<file path="config.mk">
export PLATFORM = sky130hd
export DESIGN_NAME = lamp_overdrive_timeout_ctrl
export DESIGN_NICKNAME = d
export VERILOG_FILES = /design/src/lamp_boost_pkg.sv /design/src/pin_sync.sv /design/src/lamp_overdrive_timeout_ctrl.sv
export SDC_FILE = /design/constraint.sdc
export NUM_CORES = 1
export LEC_CHECK = 0
export ABC_AREA = 1
export BUFFER_PORTS_ARGS = -buffer_cell sky130_fd_sc_hd__buf_2
export CAP_MARGIN = 40
export CORE_MARGIN = 2
export CORE_UTILIZATION = 43
export DETAILED_ROUTE_END_ITERATION = 6
export HOLD_SLACK_MARGIN = 0.02
export PLACE_DENSITY = 0.7
export SYNTH_ARGS = -nofsm -noshare
export SYNTH_HDL_FRONTEND = slang
export SYNTH_SLANG_ARGS = --single-unit
</file>
<file path="constraint.sdc">
create_clock -name sys_clk_i -period 3.2 [get_ports sys_clk_i]
set_input_delay 0.96 -clock sys_clk_i [delete_from_list [all_inputs] [get_ports sys_clk_i]]
set_output_delay 0.96 -clock sys_clk_i [all_outputs]
set_load 0.03 [all_outputs]
</file>
<file path="src/lamp_boost_pkg.sv">
// Constants shared by the lamp overdrive controller and its testbench; the pin synchroniser uses none of them.
// Assumes a 25 MHz system clock and a two-wire serial management bus at the pins.
package lamp_boost_pkg;
	// Register map and field layout of the overdrive control register.
	localparam logic [7:0] ADDR_OVERDRIVE_CONTROL = 8'hf7;
	localparam logic [7:0] CTRL_RESET = 8'h00;
	localparam logic [7:0] UNMAPPED_READ = 8'h00;
	localparam int LEVEL_LSB = 0;
	localparam int LEVEL_W = 3;
	localparam int ENABLE_BIT = 3;
	localparam int LIMIT_LSB = 4;
	localparam int LIMIT_W = 4;
	// Each timeout step is a power of two of lamp-oscillator cycles.
	localparam int LIMIT_SHIFT = 22;
	// Upper five bits of the bus address; the low two come from the address pins.
	localparam logic [4:0] BUS_ADDR_HI = 5'h14;
	// Bits per byte on the serial bus, counted by scl rising edges.
	localparam logic [3:0] BITS_PER_BYTE = 4'h8;
	// Nonvolatile commit time, in microseconds, and its length in clock cycles.
	localparam int CLK_HZ = 25000000;
	localparam int T_NV_WRITE_US = 10000;
	localparam int NV_WRITE_CYCLES = T_NV_WRITE_US * (CLK_HZ / 1000000);
	// Synchronised pin vector layout.
	localparam int PIN_SCL = 0;
	localparam int PIN_SDA = 1;
	localparam int PIN_REQ = 2;
	localparam int PIN_OSC = 3;
	localparam int PIN_ADDR0 = 4;
	localparam int PIN_ADDR1 = 5;
	localparam int PIN_COUNT = 6;
endpackage

</file>
<file path="src/pin_sync.sv">
// Three-stage synchroniser with agreement filter for asynchronous pins.
// Assumes every bit arrives from outside the system clock domain.
`timescale 1ns/10ps
module pin_sync #(
	parameter int WIDTH = 1
) (
	input wire logic sys_clk_i, // System clock.
	input wire logic rst_i, // Synchronous reset, active high.
	input wire logic ce_i, // Clock enable; state freezes while low.
	input wire logic [WIDTH-1:0] pin_i, // Raw asynchronous pins.
	output logic [WIDTH-1:0] level_o // Filtered levels.
);
	logic [WIDTH-1:0] s1_r, s2_r, s3_r, q_r;
	logic [WIDTH-1:0] q_nxt;

	// A new level counts only once the second and third stages agree.
	// Each bit is its own continuous assignment so every bit keeps exactly one driver.
	for (genvar i = 0; i < WIDTH; i++) begin : g_bit
		assign q_nxt[i] = (s2_r[i] == s3_r[i]) ? s3_r[i] : q_r[i];
	end

	// The first stage feeds only the second, keeping metastability contained.
	always_ff @(posedge sys_clk_i) begin
		if (rst_i) begin
			s1_r <= '0;
			s2_r <= '0;
			s3_r <= '0;
			q_r <= '0;
		end else if (ce_i) begin
			s1_r <= pin_i;
			s2_r <= s1_r;
			s3_r <= s2_r;
			q_r <= q_nxt;
		end
	end

	assign level_o = q_r;
endmodule

</file>
<file path="src/lamp_overdrive_timeout_ctrl.sv">
// Lamp current overdrive control: serial-bus register slave, boost enable and timeout.
// Assumes open-drain bus pins resolved outside and a lamp oscillator square wave on a pin.
`timescale 1ns/10ps
module lamp_overdrive_timeout_ctrl
	import lamp_boost_pkg::*;
#(
	parameter int TIMEOUT_SHIFT = LIMIT_SHIFT,
	parameter int NV_WRITE_CLKS = NV_WRITE_CYCLES
) (
	input wire logic sys_clk_i, // System clock, 25 MHz.
	input wire logic rst_i, // Synchronous reset, active high.
	input wire logic ce_i, // Clock enable; all state freezes while low.
	input wire logic scl_i, // Serial bus clock pin.
	input wire logic sda_i, // Serial bus data pin, level seen.
	output logic sda_o, // Serial bus data drive value, always low.
	output logic sda_oe_o, // High while this block pulls the data line low.
	input wire logic [1:0] bus_addr_pin_i, // Address select pins.
	input wire logic boost_request_pin_i, // External boost request, active high.
	input wire logic lamp_osc_i, // Lamp oscillator square wave.
	output logic boost_active_o, // Lamp runs above nominal current.
	output logic [3:0] boost_eighths_o, // Boost in eighths of nominal, zero when off.
	output logic nv_busy_o // Nonvolatile commit in progress.
);
	localparam int CNT_W = TIMEOUT_SHIFT + LIMIT_W;
	localparam int BUSY_W = $clog2(NV_WRITE_CLKS + 1);

	typedef enum logic [2:0] {ST_IDLE, ST_RX, ST_ACK, ST_TX, ST_RACK} bus_state_e;

	logic [PIN_COUNT-1:0] pin_q;
	logic scl_d_r, sda_d_r, osc_d_r;
	logic scl_rise, scl_fall, bus_start, bus_stop, osc_edge, addr_match;
	bus_state_e st_r, st_nxt;
	logic [3:0] bit_r, bit_nxt;
	logic [1:0] idx_r, idx_nxt;
	logic [7:0] sh_r, sh_nxt, ptr_r, ptr_nxt, ctrl_r, ctrl_nxt, rdata;
	logic rw_r, rw_nxt, commit_r, commit_nxt, oe_r, oe_nxt;
	logic [BUSY_W-1:0] busy_r, busy_nxt;
	logic eff, eff_d_r, expired_r, expired_nxt;
	logic [CNT_W-1:0] cnt_r, cnt_nxt, target;
	logic [LIMIT_W-1:0] limit;
	logic [LEVEL_W-1:0] level;
	logic active_r, active_nxt, busy_o_r;
	logic [3:0] eighths_r, eighths_nxt;

	// All pins cross into the clock domain through the filtered synchroniser.
	pin_sync #(.WIDTH(PIN_COUNT)) u_sync (
		.sys_clk_i(sys_clk_i),
		.rst_i(rst_i),
		.ce_i(ce_i),
		.pin_i({bus_addr_pin_i, lamp_osc_i, boost_request_pin_i, sda_i, scl_i}),
		.level_o(pin_q)
	);

	// Bus conditions and the lamp edge, all taken from filtered levels.
	assign scl_rise = pin_q[PIN_SCL] & ~scl_d_r;
	assign scl_fall = ~pin_q[PIN_SCL] & scl_d_r;
	assign bus_start = pin_q[PIN_SCL] & scl_d_r & sda_d_r & ~pin_q[PIN_SDA];
	assign bus_stop = pin_q[PIN_SCL] & scl_d_r & ~sda_d_r & pin_q[PIN_SDA];
	assign osc_edge = pin_q[PIN_OSC] & ~osc_d_r;
	assign addr_match = (sh_r[7:3] == BUS_ADDR_HI) && (sh_r[2:1] == {pin_q[PIN_ADDR1], pin_q[PIN_ADDR0]});
	// Unmapped register addresses read as zero and silently drop writes.
	assign rdata = (ptr_r == ADDR_OVERDRIVE_CONTROL) ? ctrl_r : UNMAPPED_READ;
	assign limit = ctrl_r[LIMIT_LSB +: LIMIT_W];
	assign level = ctrl_r[LEVEL_LSB +: LEVEL_W];
	assign eff = ctrl_r[ENABLE_BIT] | pin_q[PIN_REQ];
	assign target = {limit, {TIMEOUT_SHIFT{1'b0}}};

	// Bus slave: receive address, register pointer and data, or send read data.
	always_comb begin
		st_nxt = st_r;
		bit_nxt = bit_r;
		idx_nxt = idx_r;
		sh_nxt = sh_r;
		ptr_nxt = ptr_r;
		ctrl_nxt = ctrl_r;
		rw_nxt = rw_r;
		commit_nxt = commit_r;
		oe_nxt = oe_r;
		busy_nxt = busy_r;
		if (ce_i) begin
			if (busy_r != '0) begin
				busy_nxt = busy_r - 1'b1;
			end
			if (bus_start) begin
				st_nxt = ST_RX;
				bit_nxt = '0;
				idx_nxt = '0;
				oe_nxt = 1'b0;
			end else if (bus_stop) begin
				st_nxt = ST_IDLE;
				oe_nxt = 1'b0;
				// The commit time only starts once the host has closed the frame.
				if (commit_r) begin
					busy_nxt = BUSY_W'(NV_WRITE_CLKS);
					commit_nxt = 1'b0;
				end
			end else begin
				unique case (st_r)
					ST_IDLE: begin
					end
					ST_RX: begin
						if (scl_rise) begin
							sh_nxt = {sh_r[6:0], pin_q[PIN_SDA]};
							bit_nxt = bit_r + 1'b1;
						end else if (scl_fall && bit_r == BITS_PER_BYTE) begin
							bit_nxt = '0;
							st_nxt = ST_ACK;
							oe_nxt = 1'b1;
							if (idx_r == 2'h0) begin
								rw_nxt = sh_r[0];
								if (!addr_match || busy_r != '0) begin
									st_nxt = ST_IDLE;
									oe_nxt = 1'b0;
								end
							end else if (idx_r == 2'h1) begin
								ptr_nxt = sh_r;
							end else if (ptr_r == ADDR_OVERDRIVE_CONTROL) begin
								ctrl_nxt = sh_r;
								commit_nxt = 1'b1;
							end
						end
					end
					ST_ACK: begin
						if (scl_fall) begin
							idx_nxt = (idx_r == 2'h2) ? idx_r : idx_r + 1'b1;
							if (rw_r) begin
								st_nxt = ST_TX;
								sh_nxt = rdata;
								oe_nxt = ~rdata[7];
							end else begin
								st_nxt = ST_RX;
								oe_nxt = 1'b0;
							end
						end
					end
					ST_TX: begin
						if (scl_rise) begin
							bit_nxt = bit_r + 1'b1;
						end else if (scl_fall) begin
							if (bit_r == BITS_PER_BYTE) begin
								bit_nxt = '0;
								oe_nxt = 1'b0;
								st_nxt = ST_RACK;
							end else begin
								sh_nxt = {sh_r[6:0], 1'b0};
								oe_nxt = ~sh_r[6];
							end
						end
					end
					ST_RACK: begin
						// A not-acknowledge ends the read; we then wait for stop or start.
						if (scl_rise && pin_q[PIN_SDA]) begin
							st_nxt = ST_IDLE;
						end else if (scl_fall) begin
							st_nxt = ST_TX;
							sh_nxt = rdata;
							oe_nxt = ~rdata[7];
						end
					end
				endcase
			end
		end
	end

	// Boost timer: counts lamp edges while enabled, latches expiry until re-enable.
	always_comb begin
		cnt_nxt = cnt_r;
		expired_nxt = expired_r;
		active_nxt = active_r;
		eighths_nxt = eighths_r;
		if (ce_i) begin
			if (!eff || !eff_d_r) begin
				cnt_nxt = '0;
				expired_nxt = 1'b0;
			end else if (!expired_r && limit != '0 && osc_edge) begin
				cnt_nxt = cnt_r + 1'b1;
				// Compare as at-least so a limit lowered mid-run still ends the boost.
				if ((cnt_r + CNT_W'(1)) >= target) begin
					expired_nxt = 1'b1;
				end
			end
			active_nxt = eff & ~expired_r;
			eighths_nxt = active_nxt ? {1'b0, level} + 4'h1 : 4'h0;
		end
	end

	// State registers; the clock enable is folded into the next values, except for the pin and enable delay registers, which it gates here.
	always_ff @(posedge sys_clk_i) begin
		if (rst_i) begin
			st_r <= ST_IDLE;
			bit_r <= '0;
			idx_r <= '0;
			sh_r <= '0;
			ptr_r <= '0;
			ctrl_r <= CTRL_RESET;
			rw_r <= 1'b0;
			commit_r <= 1'b0;
			oe_r <= 1'b0;
			busy_r <= '0;
			scl_d_r <= 1'b0;
			sda_d_r <= 1'b0;
			osc_d_r <= 1'b0;
			eff_d_r <= 1'b0;
			cnt_r <= '0;
			expired_r <= 1'b0;
			active_r <= 1'b0;
			eighths_r <= '0;
			busy_o_r <= 1'b0;
		end else begin
			st_r <= st_nxt;
			bit_r <= bit_nxt;
			idx_r <= idx_nxt;
			sh_r <= sh_nxt;
			ptr_r <= ptr_nxt;
			ctrl_r <= ctrl_nxt;
			rw_r <= rw_nxt;
			commit_r <= commit_nxt;
			oe_r <= oe_nxt;
			busy_r <= busy_nxt;
			cnt_r <= cnt_nxt;
			expired_r <= expired_nxt;
			active_r <= active_nxt;
			eighths_r <= eighths_nxt;
			busy_o_r <= (busy_nxt != '0);
			if (ce_i) begin
				scl_d_r <= pin_q[PIN_SCL];
				sda_d_r <= pin_q[PIN_SDA];
				osc_d_r <= pin_q[PIN_OSC];
				eff_d_r <= eff;
			end
		end
	end

	// The data pin is open drain: only a low is ever driven.
	assign sda_o = 1'b0;
	assign sda_oe_o = oe_r;
	assign boost_active_o = active_r;
	assign boost_eighths_o = eighths_r;
	assign nv_busy_o = busy_o_r;
endmodule

</file>
==> flow_summary.yaml, run 1 <==
synthesis:
  synth_edf_count: 0
  yosysTopAreaCell: "dfxtp_1"
  yosys.area.top_type_share_pct: 35.7
  ys_ff_latch: 115
  synthArstFlopShare_pct: 0
  postSynthAreaPerCell_um2: 6.74
  synth_nets: 980
  syn_area_mm2: 0.00644
  yosys.cell_count.top_type: "nand2_1"
  yosys_warnings: 0
  synth-main-ff-cell: "dfxtp_1"
  seq_area_frac_synth_pct: 35.7
  yosys-top-cells-area: "dfxtp_1, nand2_1, nor2_1, inv_1, a21oi_1"
  syn_inst: 955
  ys_types: 51
  synth_common_cells: "nand2_1, dfxtp_1, nor2_1"
critical_path:
  cp-start-kind: "register"
  cpMaxStageDelayCell: "dfxtp_1"
  path_cells: "ha_1 -> nand2_2 -> nor2_4 -> nand3_4 -> nor2_1 -> nand4_1 -> xor2_1 -> inv_1 -> ha_1 -> nand3_1 -> nor2_1 -> nand3_1 -> nor2_1 -> nand3_1 -> nor2_1 -> nand3_1 -> nand2_1 -> nand2_1 -> a21oi_2"
  worstPathArrival_ns: 3.12
  cpPeakStageDelay_ns: 0.38
  ff2ff_path_depth: 19
  crit_family: "simple AND/OR/NAND/NOR gates"
  endpoint_kind: "register"
  required_ns: 3.54
  critPathBufInv: 1
  critPathKind: "reg -> reg"
  critical_path.max_fanout: 8
  crit_cells: 19
floorplanning:
  die_w_um: 126
  core_area_mm2: 0.0146
  io_pins: 17
  initial_utilization_pct: 44.2
  die-area_mm2: 0.0160
  die_h_um: 126
  rows: 44
sta:
  max_freq_mhz: 360
  fin_worst_skew_ns: 0.0137
  setup_viol: 0
  maxSlewHeadroom_pct: 47.7
  report.final.slew_viol_count: 0
  setup_total_negative_slack_ns: 0
  rsz0062_at_grt: "false"
  hold_viol: 0
  fin_crit_ns: 2.78
  hold_slack_ns: 0.464
  period_share_pct: 86.9
  worst_slew_pin_slew_ns: 0.785
cells_and_area:
  layout.cells.non_filler: 1161
  diodes: 0
  drive_above_1_share_pct: 11.2
  layout.nets: 989
  area_growth_pct: 12.1
  num-fill-cells: 1404
power:
  p_leak_nw: 3.02
  power_density_mw_per_mm2: 679
  vdd_drop_max_mv: 0.445
clock_tree:
  cts_root_buf: "clkbuf_16"
  insertion_delay_ns: 0.41
  clockBufferDepth: 2
  cts_tree: "yes"
  cts_resized: 0
  hold_buffers: 0
  cts_buffers: 17
  clock-sinks: 115
  post-cts-setup-buffer-count: 0
  clkTransAtPathRegs_ns: 0.06
  htreeDepth: 4
route:
  via_count: 5990
  wire_per_inst_um: 13.1
  via_per_inst: 5.16
  drt-initial-drc-count: 549
  drc_errors: 0
  wl_um: 15200
  postRouteAntennaNets: 0
  first_pass_iters: 5
place:
  dp_hpwl_um: 10300
  dp_cells: 1129
  place.gp.congestion: 0.860
  port_buffers: 15
worst_hold_path:
  hold_depth: 2
  min_path_type: "reg -> reg"
global_routing:
  overflow: 0
  grt_pass1_vias: 5490
  antenna_found_initial: 0
  grt_max_degree: 67
  track_usage_pct: 19.6
  grt_pass1_wl_um: 25900
run:
  drv_cap: 0
outcome:
  status: "finished, final reports clean"
-- sequential cells by signal, indices dropped and copies added, names as in the netlist, 2 cells and up --
signal	count
bit_r	4
boost_eighths_o	4
busy_r	18
cnt_r	26
ctrl_r	8
idx_r	2
ptr_r	8
sh_r	8
st_r	3
u_sync.level_o	6
u_sync.s1_r	6
u_sync.s2_r	6
u_sync.s3_r	6
-- routing by layer --
layer / up-vias / routed length (um) / global-route usage (%)
li1: 3152 / - / -
met3: 15 / 613 / 4.47
met4: 0 / 121 / 5.11
met5: - / 0 / 0
met2: 145 / 6900 / 31.5
met1: 2678 / 7570 / 26.7
-- per-stage QoR --
stage	instance area, um2	power (mW)	setup WS, ns	utilization (%)
finish	7220	4.91	0.419	49.5
floorplan	6440	2.80	0.711	-
CTS	7220	4.92	0.385	49.5
detailed placement	6650	3.07	0.411	45.5
global placement	6650	3.07	0.446	45.5
global route	7220	5.23	0.102	49.5
-- area by class of cell --
cell class	instances	area (um2)	share of cell area [%]
Clock buffer	19	453	6.27
Clock inverter	13	124	1.72
Inverter	119	448	6.20
Multi-Input combinational cell	689	3540	49.0
Sequential cell	115	2300	31.9
Tap cell	184	230	3.19
Timing Repair Buffer	22	128	1.77
-- logic make-up after synthesis --
kind of cell / count (synthesis) / share of synthesized area, %
flip-flops: 115 / 35.7
AO/OA/AOI/OAI: 181 / 15.6
other: 1 / 0.0582
buffers and inverters: 151 / 9.34
XOR/XNOR: 10 / 1.36
adder cells (fa/ha/maj): 16 / 3.11
AND/OR/NAND/NOR: 481 / 34.8
-- worst min-delay path, cell delays in order (launching register included) --
cell and delay, ns:
dfxtp_1 0.31, nand2_1 0.06, a21oi_1 0.05
-- power breakdown --
group	internal [mW]	switching, mW
registers	1.55	0.105
logic	0.450	0.960
clock network	1.12	0.719
-- path summary, 6_finish.rpt --
| check | startpoint | end | slack (ns) |
|---|---|---|---|
| max | cnt_r[0] | expired_r | 0.42 |
| min | boost_eighths_o[2] | boost_eighths_o[2] | 0.46 |
| max reg2reg | cnt_r[0] | expired_r | 0.42 |
| min reg2reg | boost_eighths_o[2] | boost_eighths_o[2] | 0.46 |
-- cell usage in the layout (no fill, tap or decap), types with 8 or more instances in the layout --
cell / synthesis / final
nand2_1: 211 / 211
nor2_1: 115 / 115
dfxtp_1: 115 / 115
inv_1: 109 / 109
a21oi_1: 76 / 76
nand3_1: 69 / 69
o21ai_0: 66 / 66
nand4_1: 24 / 24
nor3_1: 17 / 17
clkbuf_16: 0 / 17
ha_1: 16 / 16
buf_2: 9 / 15
nand3_2: 11 / 11
a211oi_1: 11 / 11
nand2_2: 8 / 8
inv_2: 8 / 8
Power figures use the tool's default switching activity.
==> run 2, diff against run 1 <==
--- a/config.mk
+++ b/config.mk
@@ -15,4 +15,5 @@
 export PLACE_DENSITY = 0.7
 export SYNTH_ARGS = -nofsm -noshare
 export SYNTH_HDL_FRONTEND = slang
+export SYNTH_HIERARCHICAL = 1
 export SYNTH_SLANG_ARGS = --single-unit
==> flow_summary.yaml, run 2 <==
floorplanning:
  die-area_mm2: 0.0160
  rows: 44
  io_pins: 17
  initial_utilization_pct: 44.2
  die_w_um: 126
  die_h_um: 126
  core_area_mm2: 0.0146
global_routing:
  track_usage_pct: 18.8
  grt_pass1_wl_um: 24800
  grt_max_degree: 67
  grt_pass1_vias: 5410
  antenna_found_initial: 0
  overflow: 0
cells_and_area:
  drive_above_1_share_pct: 11.1
  largest_reg_flops: 26
  final_cell_mix: "nand2_1, nor2_1, dfxtp_1"
  top_regs: "cnt_r x26, busy_r x18"
  final_common_cell: "nand2_1"
  layout.nets: 988
  diodes: 0
  num-fill-cells: 1446
  area_growth_pct: 11.6
  layout.cells.non_filler: 1159
  regMostFlops: "cnt_r"
synthesis:
  postSynthAreaPerCell_um2: 6.76
  synthArstFlopShare_pct: 0
  yosys.cell_count.top_type: "nand2_1"
  synth_edf_count: 0
  yosysTopAreaCell: "dfxtp_1"
  synth-main-ff-cell: "dfxtp_1"
  synth_common_cells: "nand2_1, nor2_1, dfxtp_1"
  yosys-top-cells-area: "dfxtp_1, nand2_1, nor2_1, nand3_1, inv_1"
  yosys_warnings: 6
  ys_ff_latch: 115
  ys_types: 53
  yosys.area.top_type_share_pct: 35.7
  synth_nets: 980
  seq_area_frac_synth_pct: 35.7
  syn_inst: 955
  syn_area_mm2: 0.00645
sta:
  fin_ws_ns: 0.353
  hold_slack_ns: 0.460
  hold_viol: 0
  max_freq_mhz: 351
  setup_total_negative_slack_ns: 0
  setup_viol: 0
  period_share_pct: 89.0
  worst_slew_pin_slew_ns: 0.793
  rsz0062_at_grt: "false"
  maxSlewHeadroom_pct: 47.0
  fin_crit_ns: 2.85
  report.final.slew_viol_count: 0
  fin_worst_skew_ns: 0.00968
critical_path:
  cpPeakStageDelay_ns: 0.36
  critPathBufInv: 1
  required_ns: 3.55
  critical_path.max_fanout: 5
  critPathKind: "reg -> reg"
  worstPathArrival_ns: 3.20
  cpMaxStageDelayCell: "dfxtp_2"
  crit_family: "simple AND/OR/NAND/NOR gates"
  endpoint_kind: "register"
  path_cells: "ha_1 -> nand2_2 -> nor2_2 -> nand2_1 -> nor2_2 -> nand4_1 -> nor2_1 -> xnor2_1 -> clkinv_1 -> ha_1 -> nand3_1 -> nor3b_2 -> nand3_1 -> nor2_1 -> nand3_1 -> nor2_1 -> nand2_1 -> nand2_1 -> nand2_1 -> a21oi_1"
  crit_top_cell: "nand2_1"
  cp-start-kind: "register"
place:
  dp_hpwl_um: 10200
  post-place-ws_ns: 0.248
  place.gp.congestion: 0.931
  port_buffers: 15
  dp_cells: 1128
clock_tree:
  post-cts-setup-buffer-count: 0
  clock-sinks: 115
  insertion_delay_ns: 0.43
  cts_buffers: 17
  clockBufferDepth: 2
  cts_resized: 0
  cts_tree: "yes"
  hold_buffers: 0
  htreeDepth: 4
  clkTransAtPathRegs_ns: 0.05
  cts_root_buf: "clkbuf_16"
power:
  vdd_drop_max_mv: 0.419
  power_mw: 5.14
  power_density_mw_per_mm2: 714
  p_leak_nw: 2.95
route:
  drc_errors: 0
  wl_um: 14600
  postRouteAntennaNets: 0
  wire_per_inst_um: 12.6
  drt-initial-drc-count: 428
  via_count: 6039
  first_pass_iters: 5
  via_per_inst: 5.21
outcome:
  status: "finished, final reports clean"
worst_hold_path:
  min_path_type: "reg -> reg"
run:
  drv_cap: 0
-- run 2: cell count changes after synthesis, sizes merged, moves of 4 or more --
| cell | delta |
|---|---|
| nor2 | +9 |
| nand4 | -8 |
| nor3 | -4 |
| o21ai | -9 |
| nor3b | +4 |
-- run 2: per-stage QoR --
step | area (um2) | utilization (%)
floorplan | 6450 | -
global placement | 6620 | 45.3
detailed placement | 6620 | 45.3
CTS | 7190 | 49.3
global route | 7200 | 49.3
finish | 7200 | 49.3
-- run 2: tightest hold or removal path, stage by stage (launching register included) --
cell     delay (ns)
dfxtp_1        0.30
nand2_1        0.06
a21oi_1        0.05
-- run 2: cell families (layout without fill, tap and decap cells) --
kind of cell	after synthesis	count (layout)	synth area share, %
compound gates	172	172	15.5
xor+xnor	11	11	1.49
fa+ha+maj	16	16	3.10
buf+inv	151	171	10.2
flops	115	115	35.7
other cells	1	1	0.0581
simple gates	489	489	34.0
-- run 2: power breakdown --
part           switching (mW)  internal [mW]  leakage, nW
sequential              0.125           1.58        0.935
combinational            1.06          0.500         1.74
clock                   0.661           1.21        0.277
total                    1.85           3.29         2.95
-- run 2: final cells by class --
| class | instances | area, um2 | area share [%] |
|---|---|---|---|
| clock buffers | 21 | 440 | 6.12 |
| clock inverters | 10 | 134 | 1.86 |
| inverters | 117 | 444 | 6.17 |
| multi-input cells | 689 | 3500 | 48.6 |
| flip-flops and latches | 115 | 2300 | 32.0 |
| well taps | 184 | 230 | 3.20 |
| repair buffers | 23 | 148 | 2.05 |
-- run 2: final timing paths --
kind / slack (ns) / startpoint / end / cells after the start
setup / recovery: 0.35 / cnt_r[0] / expired_r / 20
setup reg to reg: 0.35 / cnt_r[0] / expired_r / 20
hold / removal: 0.46 / boost_eighths_o[3] / boost_eighths_o[3] / 2
hold reg to reg: 0.46 / boost_eighths_o[3] / boost_eighths_o[3] / 2
-- run 2: metal layers --
layer  up-vias  global-route usage [%]  routed length (um)
met1      2737                    24.8                7190
met2       146                    30.3                6620
met4         0                    5.49                 204
met3        20                    5.23                 629
met5         -                       0                   0
li1       3136                       -                   -
==> run 3, diff against run 2 <==
==> constraint.sdc (replaced) <==
create_clock -name sys_clk_i -period 3.5 [get_ports sys_clk_i]
set_input_delay 1.05 -clock sys_clk_i [delete_from_list [all_inputs] [get_ports sys_clk_i]]
set_output_delay 1.05 -clock sys_clk_i [all_outputs]
set_load 0.03 [all_outputs]
==> flow_summary.yaml, run 3 (synthesized netlist as in run 2, its figures left out) <==
sta:
  fin_ws_ns: 0.577
  worst_slew_pin_slew_ns: 0.746
  report.final.slew_viol_count: 0
  rsz0062_at_grt: "false"
  fin_crit_ns: 2.92
  period_share_pct: 83.5
  fin_worst_skew_ns: 0.00800
  setup_total_negative_slack_ns: 0
  hold_slack_ns: 0.460
  maxSlewHeadroom_pct: 49.9
  hold_viol: 0
  setup_viol: 0
  max_freq_mhz: 342
power:
  power_density_mw_per_mm2: 666
  vdd_drop_max_mv: 0.396
  p_leak_nw: 2.96
floorplanning:
  die_w_um: 126
  rows: 44
  core_area_mm2: 0.0146
  io_pins: 17
  die_h_um: 126
  die-area_mm2: 0.0160
  initial_utilization_pct: 44.2
route:
  wire_per_inst_um: 12.5
  postRouteAntennaNets: 0
  drc_errors: 0
  drt-initial-drc-count: 405
  via_per_inst: 5.19
  first_pass_iters: 5
  via_count: 6011
  wl_um: 14500
place:
  post-place-ws_ns: 0.580
  dp_hpwl_um: 10100
  place.gp.congestion: 0.900
  port_buffers: 15
clock_tree:
  cts_resized: 0
  hold_buffers: 0
  insertion_delay_ns: 0.42
  clock-sinks: 115
  post-cts-setup-buffer-count: 0
  cts_tree: "yes"
  cts_buffers: 17
  clockBufferDepth: 2
  htreeDepth: 4
  cts_root_buf: "clkbuf_16"
  clkTransAtPathRegs_ns: 0.05
critical_path:
  worstPathArrival_ns: 3.28
  cp-start-kind: "register"
  critPathKind: "reg -> reg"
  critical_path.max_fanout: 5
  required_ns: 3.86
  endpoint_kind: "register"
global_routing:
  grt_pass1_vias: 5556
  grt_pass1_wl_um: 25000
  grt_max_degree: 61
  antenna_found_initial: 0
  overflow: 0
  track_usage_pct: 18.9
worst_hold_path:
  min_path_type: "reg -> reg"
cells_and_area:
  final_common_cell: "nand2_1"
  diodes: 0
  area_growth_pct: 11.7
  layout.nets: 988
  final_cell_mix: "nand2_1, nor2_1, dfxtp_1"
  regMostFlops: "cnt_r"
  drive_above_1_share_pct: 10.8
  regArea_mm2: 0.00230
  num-fill-cells: 1408
  largest_reg_flops: 26
  top_regs: "cnt_r x26, busy_r x18"
  multi_input_area_mm2: 0.00349
outcome:
  status: "finished, final reports clean"
run:
  drv_cap: 0
==> run 3: final timing paths <==
| path | start | endpoint | slack (ns) | depth (start not counted) |
|---|---|---|---|---|
| worst max-delay path | cnt_r[0] | expired_r | 0.58 | 20 |
| worst min-delay path | boost_eighths_o[1] | boost_eighths_o[1] | 0.46 | 2 |
| worst max register to register | cnt_r[0] | expired_r | 0.58 | 20 |
| worst min register to register | boost_eighths_o[1] | boost_eighths_o[1] | 0.46 | 2 |
==> run 3: stage by stage <==
stage	area (um2)	power, mW	instances	util, %
global route	7210	5.10	1159	49.4
floorplan	6450	2.71	955	-
CTS	7210	4.82	1159	49.4
detailed placement	6600	2.99	1128	45.3
finish	7210	4.80	1159	49.4
global placement	6600	2.97	1128	45.3
==> run 3: where the power goes <==
part | switching [mW] | total (mW) | internal [mW]
logic | 0.975 | 1.43 | 0.458
registers | 0.116 | 1.56 | 1.45
clock network | 0.608 | 1.81 | 1.20
==> run 3: area by class of cell <==
cell class,count,share of cell area [%]
Clock buffer,21,6.25
Clock inverter,10,2.17
Inverter,117,6.16
Multi-Input combinational cell,689,48.4
Sequential cell,115,31.9
Tap cell,184,3.19
Timing Repair Buffer,23,1.87
==> run 3: worst max-delay path, stage by stage, from the launching register on <==
cell	delay (ns)
dfxtp_1	0.40
ha_1	0.19
nand2_1	0.14
nor2_2	0.14
nand2_1	0.14
nor2_2	0.14
nand4_1	0.14
nor2_1	0.14
xnor2_1	0.13
clkinv_1	0.10
ha_1	0.29
nand3_1	0.09
nor3b_1	0.19
nand3_1	0.09
nor2_1	0.09
nand3_1	0.07
nor2_1	0.10
nand2_1	0.06
nand2_1	0.05
nand2_1	0.05
a21oi_1	0.11
==> run 3: metal layers <==
metal	up-vias	global-route usage, %	part of all wire [%]
li1	3140	-	-
met1	2751	24.6	49
met2	98	30.1	46
met3	22	4.81	3.6
met4	0	7.69	1.9
met5	-	0	0
